--- src/include/usd_regs.svh ---
// Offsets, field positions, reset values and sizes of the shadow data port.
`ifndef USD_REGS_SVH
`define USD_REGS_SVH

// First and last of the sixteen aliased shadow data slots.
`define USD_SLOT_FIRST 32'h5000_1130
`define USD_SLOT_LAST 32'h5000_116C
// Slots whose offsets are printed for this port.
`define USD_SLOT2_OFS 32'h5000_1138
`define USD_SLOT3_OFS 32'h5000_113C
// Line state, fifo control, interrupt status and interrupt mask words.
`define USD_LINE_STATE_OFS 32'h5000_1180
`define USD_FIFO_CTRL_OFS 32'h5000_1184
`define USD_INT_STS_OFS 32'h5000_1188
`define USD_INT_MASK_OFS 32'h5000_118C

// Line state fields.
`define USD_LS_READY_BIT 0
`define USD_LS_OVR_BIT 1
`define USD_LS_HOLD_EMPTY_BIT 5
// Fifo control fields.
`define USD_FC_EN_BIT 0
`define USD_FC_RXCLR_BIT 1
`define USD_FC_TXCLR_BIT 2
`define USD_FC_IR_BIT 4
// Interrupt status fields.
`define USD_IS_RX_BIT 0
`define USD_IS_OVR_BIT 1
`define USD_IS_HOLD_EMPTY_BIT 2
`define USD_IS_LOST_BIT 3
`define USD_IS_W 4

// Reset values.
`define USD_SLOT_RST 32'h0000_0000
`define USD_FC_RST 5'h00
`define USD_MASK_RST 4'h0

// Fifo geometry: sixteen characters of eight bits.
`define USD_FIFO_DEPTH 16
`define USD_FIFO_AW 4
`define USD_FIFO_CW 5
`define USD_CHAR_W 8

`endif

--- src/include/usd_pkg.sv ---
// Types shared by the shadow data port files.
package usd_pkg;

	// Phases of the register bus slave.
	typedef enum logic [1:0] {
		USD_IDLE = 2'b00,
		USD_WAIT = 2'b01,
		USD_DONE = 2'b10
	} usd_apb_e;

	// One character on the line.
	typedef logic [7:0] usd_char_t;

endpackage

--- src/rtl/usd_top.sv ---
// Shadow receive and transmit data port with its APB slave.
//
// Functional notes
// - Sixteen word slots alias one data path.
// - Slot read returns received byte, bits 7:0.
// - No fifo: new byte overwrites, flags overrun.
// - Fifo mode: slot read returns and pops head.
// - Full receive fifo drops arrival, flags overrun.
// - No fifo: one write clears holding empty.
// - No fifo: further writes overwrite pending character.
// - Fifo mode: accepts sixteen characters before full.
// - Write to full transmit fifo is discarded.
`timescale 1ns/1ps
`default_nettype none
`include "usd_regs.svh"

module usd_top (
	input wire logic clk,
	input wire logic rst_n,
	input wire logic psel,
	input wire logic penable,
	input wire logic pwrite,
	input wire logic [31:0] paddr,
	input wire logic [31:0] pwdata,
	output logic [31:0] prdata,
	output logic pready,
	output logic pslverr,
	input wire usd_pkg::usd_char_t rx_serial_char,
	input wire logic rx_serial_valid,
	input wire usd_pkg::usd_char_t rx_ir_char,
	input wire logic rx_ir_valid,
	output usd_pkg::usd_char_t tx_char,
	output logic tx_valid,
	input wire logic tx_ready,
	output logic ir_mode,
	output logic irq
);

	// True for any of the sixteen aliased slots.
	function automatic logic is_slot(input logic [31:0] a);
		is_slot = (a >= `USD_SLOT_FIRST) && (a <= `USD_SLOT_LAST) && (a[1:0] == 2'b00);
	endfunction

	// True for any mapped word.
	function automatic logic is_mapped(input logic [31:0] a);
		is_mapped = is_slot(a) || (a == `USD_LINE_STATE_OFS) || (a == `USD_FIFO_CTRL_OFS) ||
			(a == `USD_INT_STS_OFS) || (a == `USD_INT_MASK_OFS);
	endfunction

	// Bus slave state and registered answer.
	usd_pkg::usd_apb_e st_q;
	logic [31:0] prdata_q;
	logic pready_q;
	logic pslverr_q;

	// Control and status registers.
	logic [4:0] fc_q;
	logic [`USD_IS_W-1:0] sts_q;
	logic [`USD_IS_W-1:0] mask_q;
	logic irq_q;
	logic ovr_q;
	logic hold_empty_prev_q;

	// Non fifo receive holding byte and its ready flag.
	usd_pkg::usd_char_t rx_hold_q;
	logic rdy_q;

	// Transmit output stage toward the serializer.
	usd_pkg::usd_char_t tx_char_q;
	logic tx_valid_q;

	// Fifo wires.
	usd_pkg::usd_char_t rx_head;
	usd_pkg::usd_char_t tx_head;
	logic [`USD_FIFO_CW-1:0] rx_cnt;
	logic [`USD_FIFO_CW-1:0] tx_cnt;

	// Decoded events.
	logic fifo_en;
	logic done;
	logic wr_done;
	logic rd_done;
	logic slot_wr;
	logic slot_rd;
	logic fc_wr;
	logic rx_flush;
	logic tx_flush;
	usd_pkg::usd_char_t rx_in;
	logic rx_in_valid;
	logic rx_full;
	logic rx_empty;
	logic rx_push;
	logic rx_pop;
	logic rx_drop;
	logic tx_full;
	logic tx_push;
	logic tx_lost;
	logic tx_take;
	logic tx_pull;
	logic hold_empty;
	logic rdy;
	logic [5:0] tx_used;

	assign fifo_en = fc_q[`USD_FC_EN_BIT];
	assign done = psel && penable && pready_q;
	assign wr_done = done && pwrite;
	assign rd_done = done && !pwrite;
	assign slot_wr = wr_done && is_slot(paddr);
	assign slot_rd = rd_done && is_slot(paddr);
	assign fc_wr = wr_done && (paddr == `USD_FIFO_CTRL_OFS);

	// Changing the fifo enable flushes both fifos; each clear bit flushes only its own fifo.
	assign rx_flush = fc_wr && (pwdata[`USD_FC_RXCLR_BIT] ||
		(pwdata[`USD_FC_EN_BIT] != fifo_en));
	assign tx_flush = fc_wr && (pwdata[`USD_FC_TXCLR_BIT] ||
		(pwdata[`USD_FC_EN_BIT] != fifo_en));

	// Pick the serial or the infrared receiver by mode.
	assign rx_in = fc_q[`USD_FC_IR_BIT] ? rx_ir_char : rx_serial_char;
	assign rx_in_valid = fc_q[`USD_FC_IR_BIT] ? rx_ir_valid : rx_serial_valid;

	// Receive fifo control; a full fifo keeps its contents.
	assign rx_full = rx_cnt == `USD_FIFO_CW'(`USD_FIFO_DEPTH);
	assign rx_empty = rx_cnt == '0;
	assign rx_pop = fifo_en && slot_rd && !rx_empty;
	assign rx_drop = fifo_en && rx_in_valid && rx_full;
	assign rx_push = fifo_en && rx_in_valid && !rx_full;

	// Transmit path. The output stage counts toward the depth so that the
	// path holds exactly sixteen characters however fast the line drains.
	assign tx_take = tx_valid_q && tx_ready;
	assign tx_used = 6'(tx_cnt) + 6'(tx_valid_q);
	assign tx_full = tx_used >= 6'(`USD_FIFO_DEPTH);
	assign tx_push = fifo_en && slot_wr && !tx_full;
	assign tx_lost = fifo_en && slot_wr && tx_full;
	assign tx_pull = fifo_en && (tx_cnt != '0) && (!tx_valid_q || tx_take);

	// Flags as software sees them in each mode.
	assign hold_empty = fifo_en ? (tx_cnt == '0) : !tx_valid_q;
	assign rdy = fifo_en ? !rx_empty : rdy_q;

	usd_fifo u_rx_fifo (
		.clk(clk),
		.rst_n(rst_n),
		.flush(rx_flush),
		.push(rx_push),
		.din(rx_in),
		.pop(rx_pop),
		.head(rx_head),
		.count(rx_cnt)
	);

	usd_fifo u_tx_fifo (
		.clk(clk),
		.rst_n(rst_n),
		.flush(tx_flush),
		.push(tx_push),
		.din(pwdata[7:0]),
		.pop(tx_pull),
		.head(tx_head),
		.count(tx_cnt)
	);

	// Bus slave: one wait cycle, then the answer is held for one edge.
	// Read data is captured in the wait cycle, so pops happen at completion.
	always_ff @(posedge clk or negedge rst_n) begin
		if (!rst_n) begin
			st_q <= usd_pkg::USD_IDLE;
			pready_q <= 1'b0;
			pslverr_q <= 1'b0;
			prdata_q <= `USD_SLOT_RST;
		end else begin
			case (st_q)
				usd_pkg::USD_IDLE: begin
					if (psel && !penable) begin
						st_q <= usd_pkg::USD_WAIT;
					end
				end
				usd_pkg::USD_WAIT: begin
					// Every slot aliases the same data; upper bits are zero.
					prdata_q <= '0;
					if (!pwrite && is_slot(paddr)) begin
						prdata_q[7:0] <= fifo_en ? rx_head : rx_hold_q;
					end else if (!pwrite && paddr == `USD_LINE_STATE_OFS) begin
						prdata_q[`USD_LS_READY_BIT] <= rdy;
						prdata_q[`USD_LS_OVR_BIT] <= ovr_q;
						prdata_q[`USD_LS_HOLD_EMPTY_BIT] <= hold_empty;
					end else if (!pwrite && paddr == `USD_FIFO_CTRL_OFS) begin
						prdata_q[`USD_FC_EN_BIT] <= fc_q[`USD_FC_EN_BIT];
						prdata_q[`USD_FC_IR_BIT] <= fc_q[`USD_FC_IR_BIT];
					end else if (!pwrite && paddr == `USD_INT_STS_OFS) begin
						prdata_q[`USD_IS_W-1:0] <= sts_q;
					end else if (!pwrite && paddr == `USD_INT_MASK_OFS) begin
						prdata_q[`USD_IS_W-1:0] <= mask_q;
					end
					pslverr_q <= !is_mapped(paddr);
					pready_q <= 1'b1;
					st_q <= usd_pkg::USD_DONE;
				end
				usd_pkg::USD_DONE: begin
					pready_q <= 1'b0;
					pslverr_q <= 1'b0;
					st_q <= usd_pkg::USD_IDLE;
				end
				default: begin
					pready_q <= 1'b0;
					st_q <= usd_pkg::USD_IDLE;
				end
			endcase
		end
	end

	// Fifo control; the clear bits act once and are not stored.
	always_ff @(posedge clk or negedge rst_n) begin
		if (!rst_n) begin
			fc_q <= `USD_FC_RST;
		end else if (fc_wr) begin
			fc_q <= '0;
			fc_q[`USD_FC_EN_BIT] <= pwdata[`USD_FC_EN_BIT];
			fc_q[`USD_FC_IR_BIT] <= pwdata[`USD_FC_IR_BIT];
		end
	end

	// Non fifo receive holding byte. An unread byte is simply replaced,
	// so software that reads late loses the older character.
	always_ff @(posedge clk or negedge rst_n) begin
		if (!rst_n) begin
			rx_hold_q <= '0;
			rdy_q <= 1'b0;
		end else if (rx_flush) begin
			rdy_q <= 1'b0;
		end else if (!fifo_en && rx_in_valid) begin
			rx_hold_q <= rx_in;
			rdy_q <= 1'b1;
		end else if (!fifo_en && slot_rd) begin
			rdy_q <= 1'b0;
		end
	end

	// Overrun flag: set by either mode, cleared by reading line state.
	// A new overrun in the clearing cycle wins over the clear.
	always_ff @(posedge clk or negedge rst_n) begin
		if (!rst_n) begin
			ovr_q <= 1'b0;
		end else if ((!fifo_en && rx_in_valid && rdy_q && !slot_rd) || rx_drop) begin
			ovr_q <= 1'b1;
		end else if (rd_done && paddr == `USD_LINE_STATE_OFS) begin
			ovr_q <= 1'b0;
		end
	end

	// Transmit output stage. Without fifos a write lands here directly and
	// overwrites any character not yet taken by the serializer.
	always_ff @(posedge clk or negedge rst_n) begin
		if (!rst_n) begin
			tx_char_q <= '0;
			tx_valid_q <= 1'b0;
		end else if (tx_flush) begin
			tx_valid_q <= 1'b0;
		end else if (!fifo_en && slot_wr) begin
			tx_char_q <= pwdata[7:0];
			tx_valid_q <= 1'b1;
		end else if (tx_pull) begin
			tx_char_q <= tx_head;
			tx_valid_q <= 1'b1;
		end else if (tx_take) begin
			tx_valid_q <= 1'b0;
		end
	end

	// Sticky interrupt status, write one to clear; a set wins the clear.
	always_ff @(posedge clk or negedge rst_n) begin
		if (!rst_n) begin
			sts_q <= '0;
			hold_empty_prev_q <= 1'b1;
		end else begin
			hold_empty_prev_q <= hold_empty;
			for (int i = 0; i < `USD_IS_W; i++) begin
				if (wr_done && paddr == `USD_INT_STS_OFS && pwdata[i]) begin
					sts_q[i] <= 1'b0;
				end
			end
			if (rx_in_valid) begin
				sts_q[`USD_IS_RX_BIT] <= 1'b1;
			end
			if ((!fifo_en && rx_in_valid && rdy_q && !slot_rd) || rx_drop) begin
				sts_q[`USD_IS_OVR_BIT] <= 1'b1;
			end
			if (hold_empty && !hold_empty_prev_q) begin
				sts_q[`USD_IS_HOLD_EMPTY_BIT] <= 1'b1;
			end
			if (tx_lost) begin
				sts_q[`USD_IS_LOST_BIT] <= 1'b1;
			end
		end
	end

	// Interrupt mask and the registered interrupt level.
	always_ff @(posedge clk or negedge rst_n) begin
		if (!rst_n) begin
			mask_q <= `USD_MASK_RST;
			irq_q <= 1'b0;
		end else begin
			if (wr_done && paddr == `USD_INT_MASK_OFS) begin
				mask_q <= pwdata[`USD_IS_W-1:0];
			end
			irq_q <= |(sts_q & mask_q);
		end
	end

	assign prdata = prdata_q;
	assign pready = pready_q;
	assign pslverr = pslverr_q;
	assign tx_char = tx_char_q;
	assign tx_valid = tx_valid_q;
	assign ir_mode = fc_q[`USD_FC_IR_BIT];
	assign irq = irq_q;
endmodule
`default_nettype wire

--- src/rtl/usd_fifo.sv ---
// Sixteen deep character fifo with flush, used for both directions.
`timescale 1ns/1ps
`default_nettype none
`include "usd_regs.svh"

module usd_fifo (
	input wire logic clk,
	input wire logic rst_n,
	input wire logic flush,
	input wire logic push,
	input wire usd_pkg::usd_char_t din,
	input wire logic pop,
	output usd_pkg::usd_char_t head,
	output logic [`USD_FIFO_CW-1:0] count
);

	// Storage array; contents need no reset since count guards them.
	usd_pkg::usd_char_t mem [`USD_FIFO_DEPTH];
	logic [`USD_FIFO_AW-1:0] wp_q;
	logic [`USD_FIFO_AW-1:0] rp_q;
	logic [`USD_FIFO_CW-1:0] cnt_q;
	logic do_push;
	logic do_pop;

	// The caller checks full and empty; these only guard the pointers, the count and the array write.
	assign do_push = push && (cnt_q != `USD_FIFO_CW'(`USD_FIFO_DEPTH));
	assign do_pop = pop && (cnt_q != '0);
	assign head = mem[rp_q];
	assign count = cnt_q;

	// Write the array on each accepted push.
	always_ff @(posedge clk) begin
		if (do_push) begin
			mem[wp_q] <= din;
		end
	end

	// Pointers and count; flush empties the fifo without touching data.
	always_ff @(posedge clk or negedge rst_n) begin
		if (!rst_n) begin
			wp_q <= '0;
			rp_q <= '0;
			cnt_q <= '0;
		end else if (flush) begin
			wp_q <= '0;
			rp_q <= '0;
			cnt_q <= '0;
		end else begin
			if (do_push) begin
				wp_q <= wp_q + 1'b1;
			end
			if (do_pop) begin
				rp_q <= rp_q + 1'b1;
			end
			cnt_q <= cnt_q + `USD_FIFO_CW'(do_push) - `USD_FIFO_CW'(do_pop);
		end
	end

endmodule
`default_nettype wire

--- config.mk ---
export PLATFORM = sky130hd
export DESIGN_NAME = usd_top
export DESIGN_NICKNAME = d
export VERILOG_FILES = /design/src/include/usd_pkg.sv /design/src/rtl/usd_top.sv /design/src/rtl/usd_fifo.sv
export VERILOG_INCLUDE_DIRS = /design/src /design/src/include
export SDC_FILE = /design/constraint.sdc
export NUM_CORES = 1
export LEC_CHECK = 0
export ABC_AREA = 1
export BUFFER_PORTS_ARGS = -buffer_cell sky130_fd_sc_hd__buf_2
export CAP_MARGIN = 30
export CELL_PAD_IN_SITES_DETAIL_PLACEMENT = 0
export CELL_PAD_IN_SITES_GLOBAL_PLACEMENT = 1
export CORE_MARGIN = 4
export CORE_UTILIZATION = 43
export CTS_CLUSTER_DIAMETER = 60
export CTS_CLUSTER_SIZE = 40
export DETAILED_ROUTE_END_ITERATION = 8
export MAX_ROUTING_LAYER = met4
export PLACE_DENSITY_LB_ADDON = 0.1
export RECOVER_POWER = 50
export SYNTH_ARGS = -nofsm -noshare
export SYNTH_HDL_FRONTEND = slang
export SYNTH_SLANG_ARGS = --single-unit
--- constraint.sdc ---
create_clock -name clk -period 2.6 [get_ports clk]
set_input_delay 0 -clock clk [delete_from_list [all_inputs] [get_ports clk]]
set_output_delay 0 -clock clk [all_outputs]
set_load 0.01 [all_outputs]
==> summary.txt, run 1 <==
Outcome
  • Failing checks: setup timing
  • Status: finished, violations left

Clock network
  • TritonCTS clock tree: yes
  • Worst-path clk slew: 0.08 ns
  • Clk_lat worst skew: 0.56 ns
  • Root Driver: clkbuf_16
  • TritonCTS buffer count: 28
  • CTS Sinks: approximately 330
  • H-tree levels: 1
  • CTS Buffer Depth: 3

Detailed routing
  • Antenna-violating nets left: 0
  • Routed WL: 37,700 um
  • Via density per instance: slightly above 5
  • Vias: roughly 10,000
  • DRC: 0
  • Initial DRT Pass Iterations: 5
  • Routed len/inst: 18.4 um
  • Detailed router's first-iteration violation count: around 670

Placed design
  • Placer Congestion: 0.813
  • IO Port Bufs: 84
  • HPWL Detailed: 25,200 um

Critical path
  • Setup crit end kind: register
  • CP Data Arrival Time: 3.09 ns
  • R2R Path Start: u_rx_fifo.count[2]
  • Crit path cell chain: inv_2 > ha_4 > nand4_1 > nand2_1 > nor3_2 > ha_1 > inv_1 > ha_2 > inv_2 > fa_2 > or2_4 > nand2_2 > a21oi_2 > xor2_1 > nand2_1 > inv_1
  • Flop-to-flop setup slack: -0.02 ns
  • Max incr delay on CP: 0.38 ns
  • Critical path fanouts, max: 2
  • CP max-delay cell: fa_2
  • Worst r2r path cells: 16
  • Critical path class: register to register
  • Worst Setup Start Kind: register
  • WP data required: 3.07 ns
  • R2r endpoint: u_rx_fifo.count[4]

Run
  • Max Cap Viol: 0

Global routing
  • Largest net degree at the start of global routing: between 60 and 70
  • Global route overflow: 0
  • GRT Total Usage: 20.3%
  • Global-route wire length before repair: 58,900 um
  • Initial antenna violation count: 0
  • Number of global-route vias before repair: 10,200

STA
  • Max Freq: between 0.3 and 0.4 GHz
  • RSZ-0062 raised after global routing: true
  • Crit share post-route: 101%
  • Clock skew: 0.0247 ns
  • Rel. slew slack: 3.98%
  • Final setup viols: 1
  • Final WS setup: -0.0232 ns
  • Least-Margin Pin Slew: 1.44 ns
  • Setup TNS: -0.0232 ns
  • Final hold violations: 0
  • Min Hold Slack: 0.0474 ns
  • Tmin final: 2.62 ns
  • Slew Limit Fails: 0

Cells and area
  • Area growth from synthesis to final layout: 18.3%
  • Fin nets: ~1,700
  • Antenna diodes: 0
  • Layout cells sized above 1: 17.3%

Power and ir drop
  • Cell area power density: 622 nW/um^2
  • Worst VDD drop: about 0.00066 V
  • Static leakage: ~6.9 nW

Floorplanning
  • Io pins: between 100 and 150
  • Initial Util: ~44%
  • Die Ht: 193 um
  • Die X: 193 um
  • Core area: 33,700 um^2
  • Die Area: 37,400 um^2
  • Rows: 67

Synth
  • Post-synth EDFFs: ~260
  • Synth cell types: 50
  • Post-Syn Instances: 1,405
  • Yosys warnings: 0
  • Syn avg cell area: 10.5 um^2
  • Top_reg_cell synth: edfxtp_1
  • Yosys reg bits: about 330
  • Post-synthesis cell area: roughly 15,000 um^2
  • Ys async rst share: about a fifth
  • Seq/Total Area, Yosys: 63.7%

Hold path
  • WHS Endpoint: fc_q[0]
  • HP Class: input pin to register
  • Worst hold path startpoint: paddr[3]
  • Hold path cells: 5
==> logic make-up (layout without fill, tap and decap cells) <==
family | Yosys count | count (layout) | synth area share [%]
simple gates | 590 | 590 | 17.4
flops | 325 | 325 | 63.7
compound gates | 260 | 260 | 9.91
buf+inv | 190 | 365 | 5.69
fa+ha+maj | 31 | 31 | 2.73
xor+xnor | 6 | 6 | 0.356
mux | 2 | 2 | 0.144
other cells | 1 | 24 | 0.0254
==> worst max path at each step <==
stage,end,cells past startpoint,slack (ns),start
final,u_rx_fifo.count[4],16,-0.02,u_rx_fifo.count[2]
after global routing,u_rx_fifo.count[4],16,-0.16,u_rx_fifo.count[2]
after CTS,u_tx_fifo.count[4],18,0.02,u_tx_fifo.count[2]
after detailed placement,u_rx_fifo.count[4],19,-0.17,paddr[15]
after global placement,u_rx_fifo.count[4],19,-0.13,paddr[15]
after floorplan,u_tx_fifo.count[4],18,0.02,u_tx_fifo.count[2]
==> repair_timing <==
item	in CTS	in global routing
pin swaps	6	7
endpoints found under the setup margin	2	10
endpoints found under the hold margin	212	0
setup buffers	15	6
resized for setup	5	16
hold buffers	20	0
==> area by class of cell <==
cell class	instances	area, um^2
tap	448	561
multi-input combinational	913	4710
timing repair buffer	206	1360
inverter	107	407
sequential	325	9420
clock buffer	30	708
fill	3103	16200
clock inverter	22	313
==> cell usage in the layout, fill, tap and decap left out, drive strengths merged, types with 2 or more instances in the layout <==
cell         instances
o21ai              153
a21oi               35
edfxtp             256
inv                110
conb                24
a31oi                2
nand3               75
nand4               17
a221oi               4
bufinv               2
o221ai               2
a22oi                4
o22ai               28
or2                 10
a211oi               2
nor4                 2
o211ai              28
clkbuf              66
ha                  29
clkinv              17
xor2                 6
fa                   2
dlygate4sd3         19
buf                151
nor2               236
nor3                11
nand2              237
dfrtp               68
==> metrics by stage <==
step                      util (%)  instances  setup slack [ns]  power [mW]  cell area [um^2]
after floorplan                  -       1428            0.0158        6.19             14900
after global placement        47.8       1958            -0.132        6.46             16100
after detailed placement      47.8       1958            -0.170        6.47             16100
after CTS                     51.8       2045            0.0172        11.0             17500
after global routing          51.8       2051            -0.162        11.3             17500
final                         51.8       2051           -0.0232        10.9             17500
==> worst max-delay path, delay by kind of cell (launching register included) <==
| family | cells | cell delay [ns] |
|---|---|---|
| AO/OA/AOI/OAI | 1 | 0.05 |
| XOR/XNOR | 1 | 0.14 |
| adder cells (fa/ha/maj) | 4 | 0.98 |
| buffers and inverters | 4 | 0.20 |
| flip-flops | 1 | 0.36 |
| AND/OR/NAND/NOR | 6 | 0.79 |
==> sequential cells by signal, summed over array words and instances (netlist names) <==
signal / cells
u_tx_fifo.wp_q: 4
irq: 1
ovr_q: 1
tx_char: 8
pready: 1
u_rx_fifo.rp_q: 4
sts_q: 4
u_rx_fifo.wp_q: 4
u_tx_fifo.mem: 128
fc_q: 2
st_q: 2
mask_q: 4
rdy_q: 1
tx_valid: 1
hold_empty_prev_q: 1
pslverr: 1
u_rx_fifo.count: 5
u_tx_fifo.rp_q: 4
u_rx_fifo.mem: 128
rx_hold_q: 8
prdata: 8
u_tx_fifo.count: 5
==> power breakdown <==
part           switching (mW)  leakage [nW]  internal [mW]
clock                    2.17         0.491           2.34
sequential             0.0468          3.10           5.69
combinational           0.410          3.30          0.223
total                    2.63          6.90           8.25
==> synthesized netlist by cell type, types with 2 or more instances <==
master | n | share of area, %
o211ai_1 | 28 | 1.4
a21oi_1 | 34 | 1.2
a211oi_1 | 2 | 0.10
buf_4 | 24 | 1.2
o21ai_0 | 138 | 4.7
nand3_1 | 73 | 2.5
nand2_1 | 231 | 5.9
buf_6 | 2 | 0.15
a31oi_1 | 2 | 0.085
buf_2 | 18 | 0.61
buf_1 | 6 | 0.15
nor4_1 | 2 | 0.085
nor3_1 | 7 | 0.24
inv_2 | 7 | 0.18
nand2_4 | 3 | 0.23
clkinv_1 | 5 | 0.13
a22oi_1 | 4 | 0.20
nor3_2 | 2 | 0.14
ha_1 | 29 | 2.5
o221ai_1 | 2 | 0.12
o21ai_1 | 13 | 0.44
nor3_4 | 2 | 0.22
fa_1 | 2 | 0.27
or2_2 | 10 | 0.42
a221oi_1 | 4 | 0.24
edfxtp_1 | 256 | 52
dfrtp_1 | 68 | 12
nand4_1 | 16 | 0.68
inv_1 | 95 | 2.4
o22ai_1 | 28 | 1.2
nor2_4 | 5 | 0.38
xor2_1 | 6 | 0.36
nor2_1 | 222 | 5.6
nor2_2 | 8 | 0.34
o21ai_2 | 2 | 0.12
clkbuf_1 | 33 | 0.84
nand2_2 | 3 | 0.13
==> per-layer routing <==
metal / vias up / wire length (um) / global-route usage [%]
li1: 5168 / - / -
met1: 5042 / 16800 / 27.8
met2: 220 / 18400 / 33.3
met3: 45 / 1630 / 2.05
met4: 0 / 899 / 4.17
met5: - / 0 / -
No activity file was read; power rests on OpenSTA's default activity.
==> run 2, diff against run 1 <==
==> constraint.sdc (replaced) <==
create_clock -name clk -period 2.6 [get_ports clk]
set_input_delay 0.26 -clock clk [delete_from_list [all_inputs] [get_ports clk]]
set_output_delay 0.26 -clock clk [all_outputs]
set_load 0.01 [all_outputs]
==> run 2 against run 1 <==
  * The flow still finishes with violations (setup timing)
  * Global-route usage is 0.30 points lower
  * Flip-flop and latch count unchanged
  * Non-clock buffer count increased by 2
  * Clock power grew 2%
  * Die area stayed put
  * Hold slack improved by 0.012 ns
  * Sequential power is essentially flat
  * First-iteration DRC count decreased by 7.8%
  * Combinational power is 3% lower
  * Cell count rose by 0.29%
  * Highest routed layer unchanged
  * Critical endpoint is now u_tx_fifo.count[4]
==> summary.txt, run 2 (synthesis gave the netlist of run 1 again) <==
Floorplanning
  • Die X: 193 um
  • Core area: 33,700 um^2
  • Initial Util: 43.8%
  • Die Ht: 193 um
  • Io pins: 133
  • Rows: 67
  • Die Area: 37,400 um^2

Placed design
  • Placer Congestion: 0.815
  • HPWL Detailed: 25,000 um
  • Placement Cell Area: 16,300 um^2
  • Post-place setup slack: -0.408 ns
  • IO Port Bufs: 84

Power and ir drop
  • PnR Total Power: between 10 and 15 mW
  • Pint: 8.38 mW
  • Combinational share of power: 5.6%
  • Static leakage: 6.94 nW
  • Switching Share: 23.3%
  • Clock share of power: 41.9%
  • P_sw: 2.54 mW
  • Sequential Power Share: 52.5%
  • Cell area power density: 625 nW/um^2
  • Worst VDD drop: 0.000610 V

Global routing
  • Initial antenna violation count: 0
  • GRT Total Usage: between 10% and 20%
  • Largest net degree at the start of global routing: 70
  • Number of global-route vias before repair: 10,100
  • Global route overflow: 0
  • Global-route wire length before repair: 58,100 um

Critical path
  • Critical path class: register to register
  • R2r endpoint: u_tx_fifo.count[4]
  • Flop-to-flop setup slack: -0.03 ns
  • R2R Path Start: u_tx_fifo.count[2]
  • Worst Setup Start Kind: register
  • WP data required: 3.06 ns
  • Critical path fanouts, max: 3
  • CP Data Arrival Time: between 3 and 4 ns
  • Setup crit end kind: register
  • Worst r2r path cells: 16

STA
  • Setup TNS: -0.0258 ns
  • Slew Limit Fails: 0
  • Crit share post-route: 101%
  • Tmin final: 2.63 ns
  • Clock skew: 0.0115 ns
  • Final setup viols: 1
  • Final hold violations: 0
  • Final WS setup: -0.0258 ns
  • Max Freq: 0.381 GHz
  • Rel. slew slack: 30.3%
  • RSZ-0062 raised after global routing: true
  • Least-Margin Pin Slew: 1.05 ns

Clock network
  • CTS Buffer Depth: 3
  • TritonCTS buffer count: 30
  • TritonCTS clock tree: yes
  • Clk_lat worst skew: 0.56 ns
  • H-tree levels: 1
  • Worst-path clk slew: around 0.07 ns
  • CTS Sinks: 325
  • Root Driver: clkbuf_16

Cells and area
  • Design area: approximately 17,000 um^2
  • Util after Layout: 51.9%
  • Fin nets: 1,704
  • Area growth from synthesis to final layout: 18.4%
  • FF/Latch Area: 9420 um^2
  • Most frequent cells in the layout: 256 x edfxtp_1, 226 x nand2_1, 219 x nor2_1
  • Top Registers: u_rx_fifo.mem (128), u_tx_fifo.mem (128)
  • Commonest non-fill, non-tap cell in the layout: edfxtp_1
  • Area occupied by multi-input gates: around 4700 um^2
  • Antenna diodes: 0
  • FILL cells: 3,118
  • Layout cells sized above 1: 18.9%

Detailed routing
  • Detailed router's first-iteration violation count: 617
  • Routed len/inst: 18.1 um
  • M1 wire length: 16,200 um
  • Initial DRT Pass Iterations: 5
  • Routed WL: around 37,000 um
  • DR top layer: met4
  • Routed length on met2: 18,700 um
  • Antenna-violating nets left: 0
  • Via density per instance: 5.09
  • DRC: 0
  • Vias: about 10,000
  • WL met3: 1310 um

Outcome
  • Failing checks: setup timing
  • Status: finished, violations left

Hold path
  • Hold path cells: 4
  • HP Class: input pin to register
  • WHS Endpoint: tx_valid
  • Worst hold path startpoint: tx_ready

Run
  • Max Cap Viol: 0
run 2: cell count changes in the layout (fill, tap and decap cells not counted), sizes merged:
cell / previous run / this run
dlygate4sd3: 19 / 2
clkinvlp: 0 / 1
inv: 110 / 111
clkinv: 17 / 15
buf: 151 / 168
clkbuf: 66 / 72
run 2: per-stage QoR:
stage                     instances  hold slack, ns
after detailed placement       1982           0.461
after floorplan                1428         -0.0356
after global placement         1982           0.447
final                          2057          0.0592
after CTS                      2050          0.0531
after global routing           2057          0.0729
run 2: layout make-up:
cell class,count,area share (%)
inverter,107,2.31
timing repair buffer,208,7.63
sequential,325,53.9
clock inverter,22,1.45
multi-input combinational,913,27.0
clock buffer,34,4.50
tap,448,3.21
run 2: power by group through the flow:
stage	Clock, mW	Combinational [mW]	Sequential, mW
2_1_floorplan	0	0.325	5.86
3_3_place_gp	0	0.638	5.85
3_5_place_dp	0	0.640	5.85
4_1_cts	4.66	0.648	5.74
5_1_grt	4.93	0.716	5.74
6_report	4.57	0.615	5.74
run 2: timing repair:
action / CTS / global route
cloned: 0 / 0
pin swaps: 13 / 17
setup endpoints to repair: 1 / 2
endpoints found under the hold margin: 70 / 0
buffers inserted: 11 / 6
hold buffers: 2 / 0
resized for setup: 15 / 12
run 2: critical path, stage by stage, from the launching register on:
cell	delay (ns)
dfrtp_1	0.40
buf_6	0.12
ha_4	0.11
nand2_2	0.05
nor2_2	0.11
xor2_1	0.18
nand2_2	0.10
nor3_4	0.22
ha_4	0.17
inv_2	0.03
fa_2	0.33
or2_4	0.26
nand2_2	0.06
a21oi_2	0.05
or2_4	0.23
nand3_2	0.08
inv_2	0.03
run 2: metal layers:
layer  up-vias  global-route usage [%]
met4         0                    5.14
li1       5168                       -
met2       195                    33.5
met5         -                       -
met1      5037                    26.4
met3        62                    2.00
run 2: how the worst max path moves through the flow:
stage,endpoint,slack (ns),cells past startpoint,start
5_1_grt,u_tx_fifo.count[4],-0.16,16,u_tx_fifo.count[2]
2_1_floorplan,u_rx_fifo.count[4],-0.15,18,paddr[25]
6_report,u_tx_fifo.count[4],-0.03,16,u_tx_fifo.count[2]
3_5_place_dp,u_rx_fifo.count[4],-0.41,19,paddr[15]
3_3_place_gp,u_rx_fifo.count[4],-0.41,19,paddr[15]
4_1_cts,u_tx_fifo.count[4],-0.07,18,u_tx_fifo.count[2]
